File: config.mk
export PLATFORM = sky130hd
export DESIGN_NAME = pog_top
export DESIGN_NICKNAME = d
export VERILOG_FILES = /design/src/logic/pog_pkg.sv /design/src/logic/pog_trig_if.sv /design/src/logic/pog_trig.sv /design/src/logic/pog_top.sv
export SDC_FILE = /design/constraint.sdc
export NUM_CORES = 1
export LEC_CHECK = 0
export BUFFER_PORTS_ARGS = -buffer_cell sky130_fd_sc_hd__buf_2
export CAP_MARGIN = 40
export CORE_UTILIZATION = 50
export DETAILED_ROUTE_END_ITERATION = 8
export PLACE_DENSITY = 0.78
export SLEW_MARGIN = 0
export SYNTH_ARGS = -nofsm -noshare
export SYNTH_HDL_FRONTEND = slang
export SYNTH_SLANG_ARGS = --single-unit
File: constraint.sdc
create_clock -name i_clk_sys -period 2.12 [get_ports i_clk_sys]
set_input_delay 0.318 -clock i_clk_sys [delete_from_list [all_inputs] [get_ports i_clk_sys]]
set_output_delay 0.318 -clock i_clk_sys [all_outputs]
set_load 0.03 [all_outputs]
File: src/logic/pog_pkg.sv
package pog_pkg;

  // Register bus shape
  localparam int unsigned ADDR_W = 16;
  localparam int unsigned DATA_W = 8;

  // Register indices; byte address is four times the index
  localparam logic [ADDR_W-1:0] IDX_OUTPUT_GATING   = 16'h0F27;
  localparam logic [ADDR_W-1:0] IDX_TRIGGER_CONTROL = 16'h0F29;
  localparam logic [ADDR_W-1:0] IDX_GATE_CONTROL    = 16'h0F2A;
  localparam logic [ADDR_W-1:0] IDX_OUTPUT_STATUS   = 16'h0F2B;

  localparam logic [ADDR_W-1:0] ADDR_OUTPUT_GATING   = 16'(IDX_OUTPUT_GATING * 4);
  localparam logic [ADDR_W-1:0] ADDR_TRIGGER_CONTROL = 16'(IDX_TRIGGER_CONTROL * 4);
  localparam logic [ADDR_W-1:0] ADDR_GATE_CONTROL    = 16'(IDX_GATE_CONTROL * 4);
  localparam logic [ADDR_W-1:0] ADDR_OUTPUT_STATUS   = 16'(IDX_OUTPUT_STATUS * 4);

  // Reset values
  localparam logic [7:0] RST_OUTPUT_GATING   = 8'h00;
  localparam logic [7:0] RST_TRIGGER_CONTROL = 8'h00;
  localparam logic [7:0] RST_GATE_CONTROL    = 8'h00;

  // Output gating fields: high side of phase n at 2n, low side at 2n+1
  localparam int unsigned GATING_W      = 6;
  localparam logic [7:0]  GATING_WMASK  = 8'h3F;
  localparam int unsigned NUM_PHASES    = 3;

  // Gate control fields
  localparam int unsigned GC_SWITCH_BIT   = 0;
  localparam int unsigned GC_HIGH_OFF_BIT = 1;
  localparam int unsigned GC_LOW_OFF_BIT  = 2;
  localparam logic [7:0]  GC_WMASK        = 8'h07;

  // Trigger control fields
  localparam int unsigned TC_POL_BIT      = 7;
  localparam int unsigned TC_HIGH_ACT_BIT = 6;
  localparam int unsigned TC_HIGH_IDL_BIT = 5;
  localparam int unsigned TC_LOW_ACT_BIT  = 4;
  localparam int unsigned TC_LOW_IDL_BIT  = 3;
  localparam int unsigned TC_SEL_LSB      = 0;

  // Output status fields
  localparam int unsigned ST_HIGH_LSB  = 0;
  localparam int unsigned ST_LOW_LSB   = 3;
  localparam int unsigned ST_LEVEL_BIT = 6;
  localparam int unsigned ST_FAULT_BIT = 7;

endpackage : pog_pkg

File: src/logic/pog_trig_if.sv
interface pog_trig_if;
  logic [7:0] cfg;
  logic [2:0] high_lvl;
  logic [2:0] low_lvl;
  logic       level;
  logic       start;

  modport src
  (
    output cfg,
    output high_lvl,
    output low_lvl,
    input  level,
    input  start
  );

  modport trig
  (
    input  cfg,
    input  high_lvl,
    input  low_lvl,
    output level,
    output start
  );
endinterface : pog_trig_if

File: src/logic/pog_trig.sv
module pog_trig
(
  // Clock and reset
  input  wire logic i_clk_sys,
  input  wire logic i_srst,
  // Match inputs and trigger outputs
  pog_trig_if.trig  trig
);

  typedef struct packed {
    logic level;
    logic prev;
    logic start;
  } pog_trig_s;

  pog_trig_s state_reg;
  pog_trig_s state_next;

  always_comb
  begin
    logic [2:0] sel;
    logic [2:0] h_act;
    logic [2:0] h_idl;
    logic [2:0] l_act;
    logic [2:0] l_idl;
    logic       any_term;
    sel   = trig.cfg[pog_pkg::TC_SEL_LSB +: pog_pkg::NUM_PHASES];
    // Deselected channel reads true in every group
    h_act = ~sel | trig.high_lvl;
    h_idl = ~sel | ~trig.high_lvl;
    l_act = ~sel | trig.low_lvl;
    // Low-idle group uses low-side complements
    l_idl = ~sel | ~trig.low_lvl;
    any_term = (trig.cfg[pog_pkg::TC_HIGH_ACT_BIT] & (&h_act))
             | (trig.cfg[pog_pkg::TC_HIGH_IDL_BIT] & (&h_idl))
             | (trig.cfg[pog_pkg::TC_LOW_ACT_BIT] & (&l_act))
             | (trig.cfg[pog_pkg::TC_LOW_IDL_BIT] & (&l_idl));
    state_next       = state_reg;
    state_next.level = trig.cfg[pog_pkg::TC_POL_BIT] ^ any_term;
    state_next.prev  = state_reg.level;
    // Rising edge only; falling or steady gives nothing
    state_next.start = state_reg.level & ~state_reg.prev;
  end

  always_ff @(posedge i_clk_sys)
  begin
    if (i_srst)
    begin
      state_reg <= '0;
    end
    else
    begin
      state_reg <= state_next;
    end
  end

  assign trig.level = state_reg.level;
  assign trig.start = state_reg.start;

endmodule : pog_trig

File: src/logic/pog_top.sv
// Contract
// - High gating bit 1 holds high pin off
// - Low gating bit 1 holds low pin off
// - Gating acts only while switch bit set
// - Gating never disturbs the modulator itself
// - Fault forces all six outputs off
// - Trigger is polarity XOR OR of groups
// - One conversion start per rising edge
// - Polarity one inverts the trigger sense
// - High-active enable adds AND of highs
// - High-idle enable adds AND of inverted highs
// - Low-active enable adds AND of lows
// - Low-idle enable adds AND of inverted lows
// - Cleared channel select makes its terms true
// - Trigger settings never touch output pins
//
// The implementer's own choice: the address-and-strobe port.
module pog_top
(
  // Clock and reset
  input  wire logic                       i_clk_sys,
  input  wire logic                       i_srst,
  // Register port
  input  wire logic [pog_pkg::ADDR_W-1:0] i_addr,
  input  wire logic [pog_pkg::DATA_W-1:0] i_wdata,
  input  wire logic                       i_wr,
  input  wire logic                       i_rd,
  output logic      [pog_pkg::DATA_W-1:0] o_rdata,
  // Modulator levels and fault
  input  wire logic [2:0]                 i_mod_high,
  input  wire logic [2:0]                 i_mod_low,
  input  wire logic                       i_fault,
  // Output pins
  output logic      [2:0]                 o_pwm_high,
  output logic      [2:0]                 o_pwm_low,
  // Conversion start
  output logic                            o_conv_start,
  output logic                            o_conv_level
);

  typedef struct packed {
    logic [pog_pkg::GATING_W-1:0] gating;
    logic [7:0]                   gate_ctl;
    logic [7:0]                   trig_ctl;
    logic [2:0]                   high_out;
    logic [2:0]                   low_out;
    logic [pog_pkg::DATA_W-1:0]   rdata;
  } pog_top_s;

  pog_top_s   state_reg;
  pog_top_s   state_next;
  logic [2:0] high_gated;
  logic [2:0] low_gated;
  logic       gate_on;
  logic       high_off_lvl;
  logic       low_off_lvl;

  pog_trig_if trig_bus ();

  assign gate_on      = state_reg.gate_ctl[pog_pkg::GC_SWITCH_BIT];
  assign high_off_lvl = state_reg.gate_ctl[pog_pkg::GC_HIGH_OFF_BIT];
  assign low_off_lvl  = state_reg.gate_ctl[pog_pkg::GC_LOW_OFF_BIT];

  // Modulator inputs pass through untouched; only pin selection changes
  genvar ph;
  generate
    for (ph = 0; ph < pog_pkg::NUM_PHASES; ph++)
    begin : g_phase
      // Fault wins over the switch and every gating bit
      assign high_gated[ph] = (i_fault || (gate_on && state_reg.gating[2*ph]))
                              ? high_off_lvl : i_mod_high[ph];
      assign low_gated[ph]  = (i_fault || (gate_on && state_reg.gating[2*ph+1]))
                              ? low_off_lvl : i_mod_low[ph];
    end
  endgenerate

  always_comb
  begin
    state_next          = state_reg;
    state_next.rdata    = '0;
    // Trigger settings do not feed the pin path
    state_next.high_out = high_gated;
    state_next.low_out  = low_gated;
    if (i_wr)
    begin
      unique case (i_addr)
        pog_pkg::ADDR_OUTPUT_GATING:
        begin
          state_next.gating = pog_pkg::GATING_W'(i_wdata & pog_pkg::GATING_WMASK);
        end
        pog_pkg::ADDR_TRIGGER_CONTROL:
        begin
          state_next.trig_ctl = i_wdata;
        end
        pog_pkg::ADDR_GATE_CONTROL:
        begin
          state_next.gate_ctl = i_wdata & pog_pkg::GC_WMASK;
        end
        default:
        begin
          state_next.gating = state_reg.gating;
        end
      endcase
    end
    if (i_rd)
    begin
      unique case (i_addr)
        pog_pkg::ADDR_OUTPUT_GATING:
        begin
          state_next.rdata = {2'h0, state_reg.gating};
        end
        pog_pkg::ADDR_TRIGGER_CONTROL:
        begin
          state_next.rdata = state_reg.trig_ctl;
        end
        pog_pkg::ADDR_GATE_CONTROL:
        begin
          state_next.rdata = state_reg.gate_ctl;
        end
        pog_pkg::ADDR_OUTPUT_STATUS:
        begin
          state_next.rdata[pog_pkg::ST_HIGH_LSB +: 3] = state_reg.high_out;
          state_next.rdata[pog_pkg::ST_LOW_LSB +: 3]  = state_reg.low_out;
          state_next.rdata[pog_pkg::ST_LEVEL_BIT]     = trig_bus.level;
          state_next.rdata[pog_pkg::ST_FAULT_BIT]     = i_fault;
        end
        default:
        begin
          state_next.rdata = '0;
        end
      endcase
    end
  end

  always_ff @(posedge i_clk_sys)
  begin
    if (i_srst)
    begin
      state_reg          <= '0;
      state_reg.gating   <= pog_pkg::GATING_W'(pog_pkg::RST_OUTPUT_GATING);
      state_reg.gate_ctl <= pog_pkg::RST_GATE_CONTROL;
      state_reg.trig_ctl <= pog_pkg::RST_TRIGGER_CONTROL;
    end
    else
    begin
      state_reg <= state_next;
    end
  end

  // Match runs on the levels actually driven on the pins
  assign trig_bus.cfg      = state_reg.trig_ctl;
  assign trig_bus.high_lvl = state_reg.high_out;
  assign trig_bus.low_lvl  = state_reg.low_out;

  pog_trig u_trig
  (
    .i_clk_sys (i_clk_sys),
    .i_srst    (i_srst),
    .trig      (trig_bus)
  );

  assign o_rdata      = state_reg.rdata;
  assign o_pwm_high   = state_reg.high_out;
  assign o_pwm_low    = state_reg.low_out;
  assign o_conv_start = trig_bus.start;
  assign o_conv_level = trig_bus.level;

endmodule : pog_top

==> results of run 1 <==
## per-layer routing
| metal | part of all wire, % | GRT usage [%] |
|---|---|---|
| met2 | 46 | 33.0 |
| met5 | 0 | 0 |
| met1 | 45 | 29.4 |
| met4 | 1.2 | 9.18 |
| met3 | 7.4 | 5.49 |
## worst max-delay path: stages
cell	delay, ps
buf_2	90
or4_4	560
nor2_4	190
nand3_1	330
mux2i_1	260
nor2_1	50
## cells by family after synthesis
family,Yosys count,share of synthesized area (%)
DFF,34,42.3
AOI/OAI and AO/OA,37,14.5
buffers and inverters,27,10.7
muxes,15,9.33
and+or+nand+nor,68,23.2
## cell type report
cell class | count | area (sq um)
clock buffer | 7 | 55.1
clock inverter | 1 | 5.00
fill | 296 | 1200
inverter | 5 | 18.8
multi-input combinational | 120 | 757
sequential | 34 | 681
tap | 44 | 55.1
timing repair buffer | 52 | 278
## cell usage in the layout, fill, tap and decap left out
master / netlist / routed
o31a_1: 1 / 1
and4_1: 1 / 1
a22oi_1: 10 / 10
clkinv_2: 0 / 1
nor2b_1: 3 / 3
a21oi_1: 17 / 17
o22ai_1: 1 / 1
inv_1: 5 / 5
buf_2: 2 / 50
and3_1: 4 / 4
nand3_1: 11 / 11
nand3b_1: 1 / 1
a221oi_1: 1 / 1
nor4_4: 1 / 1
or4_4: 1 / 1
dfxtp_1: 34 / 34
nor4b_4: 1 / 1
nor3_1: 1 / 1
clkbuf_8: 0 / 1
clkbuf_1: 4 / 1
o21ai_0: 4 / 4
a222oi_1: 3 / 3
buf_4: 14 / 1
nor4_1: 1 / 1
nand2b_1: 2 / 2
mux2i_1: 15 / 15
nor2_4: 1 / 1
nand4_1: 3 / 3
buf_12: 0 / 1
and3b_1: 1 / 1
nor3b_1: 1 / 1
clkbuf_4: 0 / 5
nand2_1: 12 / 12
nor2_1: 23 / 23
## power by group
group	switching, mW	leakage (nW)	internal, mW
Clock	0.206	0.0353	0.161
Combinational	0.0509	0.517	0.0398
Sequential	0.00566	0.275	0.643
Total	0.262	0.827	0.843
## final timing paths
kind                  startpoint                end  slack [ps]  cells past startpoint
min reg2reg  u_trig.state_reg[1]  u_trig.trig.start         390                      1
max reg2reg      trig_bus.cfg[0]  u_trig.trig.level         830                      5
max                   i_addr[15]      state_reg[33]         530                      6
min                 i_mod_low[2]       o_pwm_low[2]         210                      3
==> impl_metrics.yaml, run 1 <==
timing:
  rsz0062_at_grt: "no"
  finalCritPeriodShare_pct: 75.1
  fin_ws_ps: 528
  fin_setup_tns_ps: 0
  maxSlewHeadroom_pct: 67.4
  hold_viol_final: 0
  finalCriticalPeriod_ps: 1590
  tightest_slew_ps: 490
  max_freq_mhz: 628
  finalSetupViolations: 0
  skew_ps: 10.1
  hold_slack_ps: 213
  finalMaxSlewViolations: 0
route:
  routed_via_density: 5.46
  drc_errors: 0
  drt_iter0_drc: 72
  wl_microns: 3510
  final_antenna_net_count: 0
  routedWlPerCell_microns: 13.3
  num_vias: 1435
  drt_first_pass_iters: 5
layout:
  fin_cells: 263
  postLayoutCoreUtil_pct: 60.6
  postLayoutCellArea_sq_mm: 0.00185
  layout-drive-gt1-share_pct: 28.8
  antenna_cells: 0
  areaGrowthSynthToFinish_pct: 14.9
  final_nets: 253
clock_network:
  cts_setup_buffers: 0
  insertion_delay_ps: 340
  post_cts_resized: 0
  cts_buffer_depth: 2
  root_buffer: "clkbuf_4"
  htreeDepth: 2
  postCtsHoldBufs: 0
  cts_tree: "done"
  cts_sinks: 34
  clk_pin_slew_ps: 100
  numCtsBuffers: 5
logic_synthesis:
  synth-edff-count: 0
  yosys_register_bits: 34
  yosysTopAreaCell: "dfxtp_1"
  ys_async_sr_fraction_pct: 0
  synth_area_leaders: "dfxtp_1 42%, mux2i_1 9.3%, buf_4 6.5%"
  synth.distinct_cells: 31
  ys.flop_type: "dfxtp_1"
  syn_avg_cell_area_sq_um: 8.89
  syn_area_sq_mm: 0.00161
  yosysMostFrequentCell: "dfxtp_1"
  synth_top_area_share_pct: 42.3
  ys_seq_area_share_pct: 42.3
  synth_warnings: 0
  synth_common_cells: "34 x dfxtp_1, 23 x nor2_1, 17 x a21oi_1"
  synth_fp_nets: 216
  synthCells: 181
placement:
  portBuffers: 50
  place_inst: 255
  place_area_sq_mm: 0.00179
  post-place-ws_ps: 197
  dp_hpwl_microns: 2650
  gp_congestion: 0.901
critical_path:
  worstPathMaxFanout: 7
  endpoint_kind: "flip-flop"
  arrival_ps: 1800
  worstSetupPathType: "in -> reg"
  critPathLaunchType: "input port"
  required_ps: 2330
floorplanning:
  ios: 51
  start_util_pct: 52.7
  die_x_microns: 58.7
  core-area_sq_mm: 0.00305
  die_y_microns: 58.7
  row_count: 20
  die_area_sq_mm: 0.00345
power_and_ir_drop:
  fin_total_pwr_mw: 1.11
  p_per_area_mw_per_mm2: 598
  ir_worst_vdd_uv: 364
  power_leakage_nw: 0.827
outcome:
  status: "finished, final reports clean"
grt:
  grt_pass1_wl_microns: 5510
  grt_max_degree: 28
  track_usage_pct: 21.8
  first_global_vias: 1158
  grt_overflow: 0
  antenna_found_initial: 0
worst_hold_path:
  hold_path.class: "in -> reg"
flow_run:
  drv_cap: 0
(Power assumes the default switching activity.)
==> run 2, diff against run 1 <==
CORE_UTILIZATION = 45   (was 50)
PLACE_DENSITY = 0.74   (was 0.78)
clock period = 1.3 ns   (was 2.12 ns; I/O delays follow)
==> impl_metrics.yaml, run 2 (synthesized netlist as in run 1, its figures left out) <==
placement:
  place_area_sq_mm: 0.00185
  gp_congestion: 0.903
  post-place-ws_ps: -384
  portBuffers: 50
  place_inst: 264
  dp_hpwl_microns: 2750
layout:
  final_common_cell: "buf_2"
  final_cell_mix: "49 x buf_2, 31 x dfxtp_1, 23 x nor2_1, 17 x a21oi_1, 15 x mux2i_1"
  areaGrowthSynthToFinish_pct: 20.7
  final_nets: 261
  postLayoutCellArea_sq_mm: 0.00194
  fillers: 327
  fin_cells: 273
  antenna_cells: 0
  layout-drive-gt1-share_pct: 33.9
critical_path:
  crit_chain: "buf_6, or4_4, nor2_4, and3_2, nand3_1, a21oi_1"
  endpoint_kind: "flip-flop"
  r2r_cells: 5
  r2r_slack_ps: 40
  arrival_ps: 1590
  r2r_end: "u_trig.trig.level"
  worstSetupStartpoint: "i_addr[0]"
  cpPeakStageDelay_ps: 560
  critPathSlowestCell: "or4_4"
  critPathLaunchType: "input port"
  crit_end: "trig_bus.cfg[2]"
  regToRegStartpoint: "trig_bus.cfg[2]"
  worstSetupPathType: "in -> reg"
  required_ps: 1570
  worstPathMaxFanout: 8
power_and_ir_drop:
  switching_share_pct: 23.7
  power.share.clock_pct: 32.8
  p_int_mw: 1.39
  p_sw_mw: 0.431
  pwr-share-seq_pct: 58.2
  combPwrFrac_pct: 9.0
  p_per_area_mw_per_mm2: 936
  ir_worst_vdd_uv: 735
  power_leakage_nw: 0.870
floorplanning:
  core-area_sq_mm: 0.00339
  start_util_pct: 47.5
  row_count: 21
  die_y_microns: 61.8
  die_x_microns: 61.8
  die_area_sq_mm: 0.00382
  ios: 51
timing:
  finalCritPeriodShare_pct: 102
  finalSetupViolations: 10
  maxSlewHeadroom_pct: 77.6
  finalMaxSlewViolations: 0
  hold_viol_final: 0
  rsz0062_at_grt: "yes"
  fin_ws_ps: -20.6
  skew_ps: 4.98
  tightest_slew_ps: 337
  finalCriticalPeriod_ps: 1320
  max_freq_mhz: 757
  fin_setup_tns_ps: -125
grt:
  grt_pass1_wl_microns: 5760
  grt_overflow: 0
  antenna_found_initial: 0
  grt_max_degree: 27
  track_usage_pct: 21.1
  first_global_vias: 1301
flow_run:
  drv_cap: 0
route:
  final_antenna_net_count: 0
  num_vias: 1440
  wl_microns: 3750
  routedWlPerCell_microns: 13.7
  routed_via_density: 5.27
  drc_errors: 0
  drt_iter0_drc: 99
  drt_first_pass_iters: 4
outcome:
  status: "complete, but fails checks"
  violations: "negative setup slack"
clock_network:
  cts_setup_buffers: 0
  cts_tree: "done"
  numCtsBuffers: 5
  root_buffer: "clkbuf_4"
  cts_buffer_depth: 2
  htreeDepth: 2
  cts_sinks: 34
  clk_pin_slew_ps: 100
  insertion_delay_ps: 330
worst_hold_path:
  hold_path.class: "in -> reg"
run 2: cell types whose count changed in the layout (fill, tap and decap cells not counted), sizes merged:
cell / previous run / this run
buf: 52 / 59
and3: 4 / 5
run 2: power groups by stage:
stage	registers, mW	clock network (mW)	logic, mW
6_report	1.06	0.597	0.164
4_1_cts	1.06	0.606	0.163
3_3_place_gp	1.08	0	0.160
2_1_floorplan	1.08	0	0.0799
3_5_place_dp	1.08	0	0.161
5_1_grt	1.06	0.660	0.179
run 2: critical path, delay by kind of cell:
| kind | cells | cell delay, ps |
|---|---|---|
| compound gates | 1 | 120 |
| buf+inv | 1 | 90 |
| simple gates | 4 | 1190 |
run 2: worst min path at each step:
stage	endpoint	cells past startpoint	slack, ps	start
global route	o_pwm_low[0]	3	90	i_mod_low[0]
CTS	o_pwm_high[2]	3	90	i_mod_high[2]
global placement	u_trig.trig.start	1	370	u_trig.state_reg[1]
floorplan	gate_on	2	340	i_wdata[0]
finish	o_pwm_low[0]	3	100	i_mod_low[0]
detailed placement	u_trig.trig.start	1	390	u_trig.state_reg[1]
run 2: area by class of cell:
cell class / instances / area [sq um] / share of cell area (%)
clock buffers: 7 / 55.1 / 2.84
clock inverters: 1 / 5.00 / 0.258
inverters: 5 / 18.8 / 0.966
multi-input cells: 121 / 777 / 40.0
flip-flops and latches: 34 / 684 / 35.2
well taps: 46 / 57.6 / 2.96
repair buffers: 59 / 344 / 17.7
run 2: what timing repair did:
action | 4_1_cts | 5_1_grt
pin swaps | 1 | 2
setup endpoints to repair | 8 | 24
hold buffers | 0 | 0
gates cloned | 1 | 0
gates resized for setup | 4 | 5
run 2: layer usage:
metal	vias to the layer above	GRT usage, %	share of wire (%)
met3	4	6.00	7.2
li1	721	-	-
met4	0	9.84	1.1
met5	-	0	0
met2	70	32.4	47
met1	645	27.5	45
run 2: through the flow:
| stage | hold slack, ps | utilization [%] | power [mW] |
|---|---|---|---|
| 3_3_place_gp | 373 | 54.6 | 1.24 |
| 3_5_place_dp | 387 | 54.6 | 1.24 |
| 2_1_floorplan | 339 | - | 1.16 |
| 5_1_grt | 93.9 | 57.3 | 1.90 |
| 4_1_cts | 92.7 | 56.8 | 1.83 |
| 6_report | 102 | 57.3 | 1.82 |
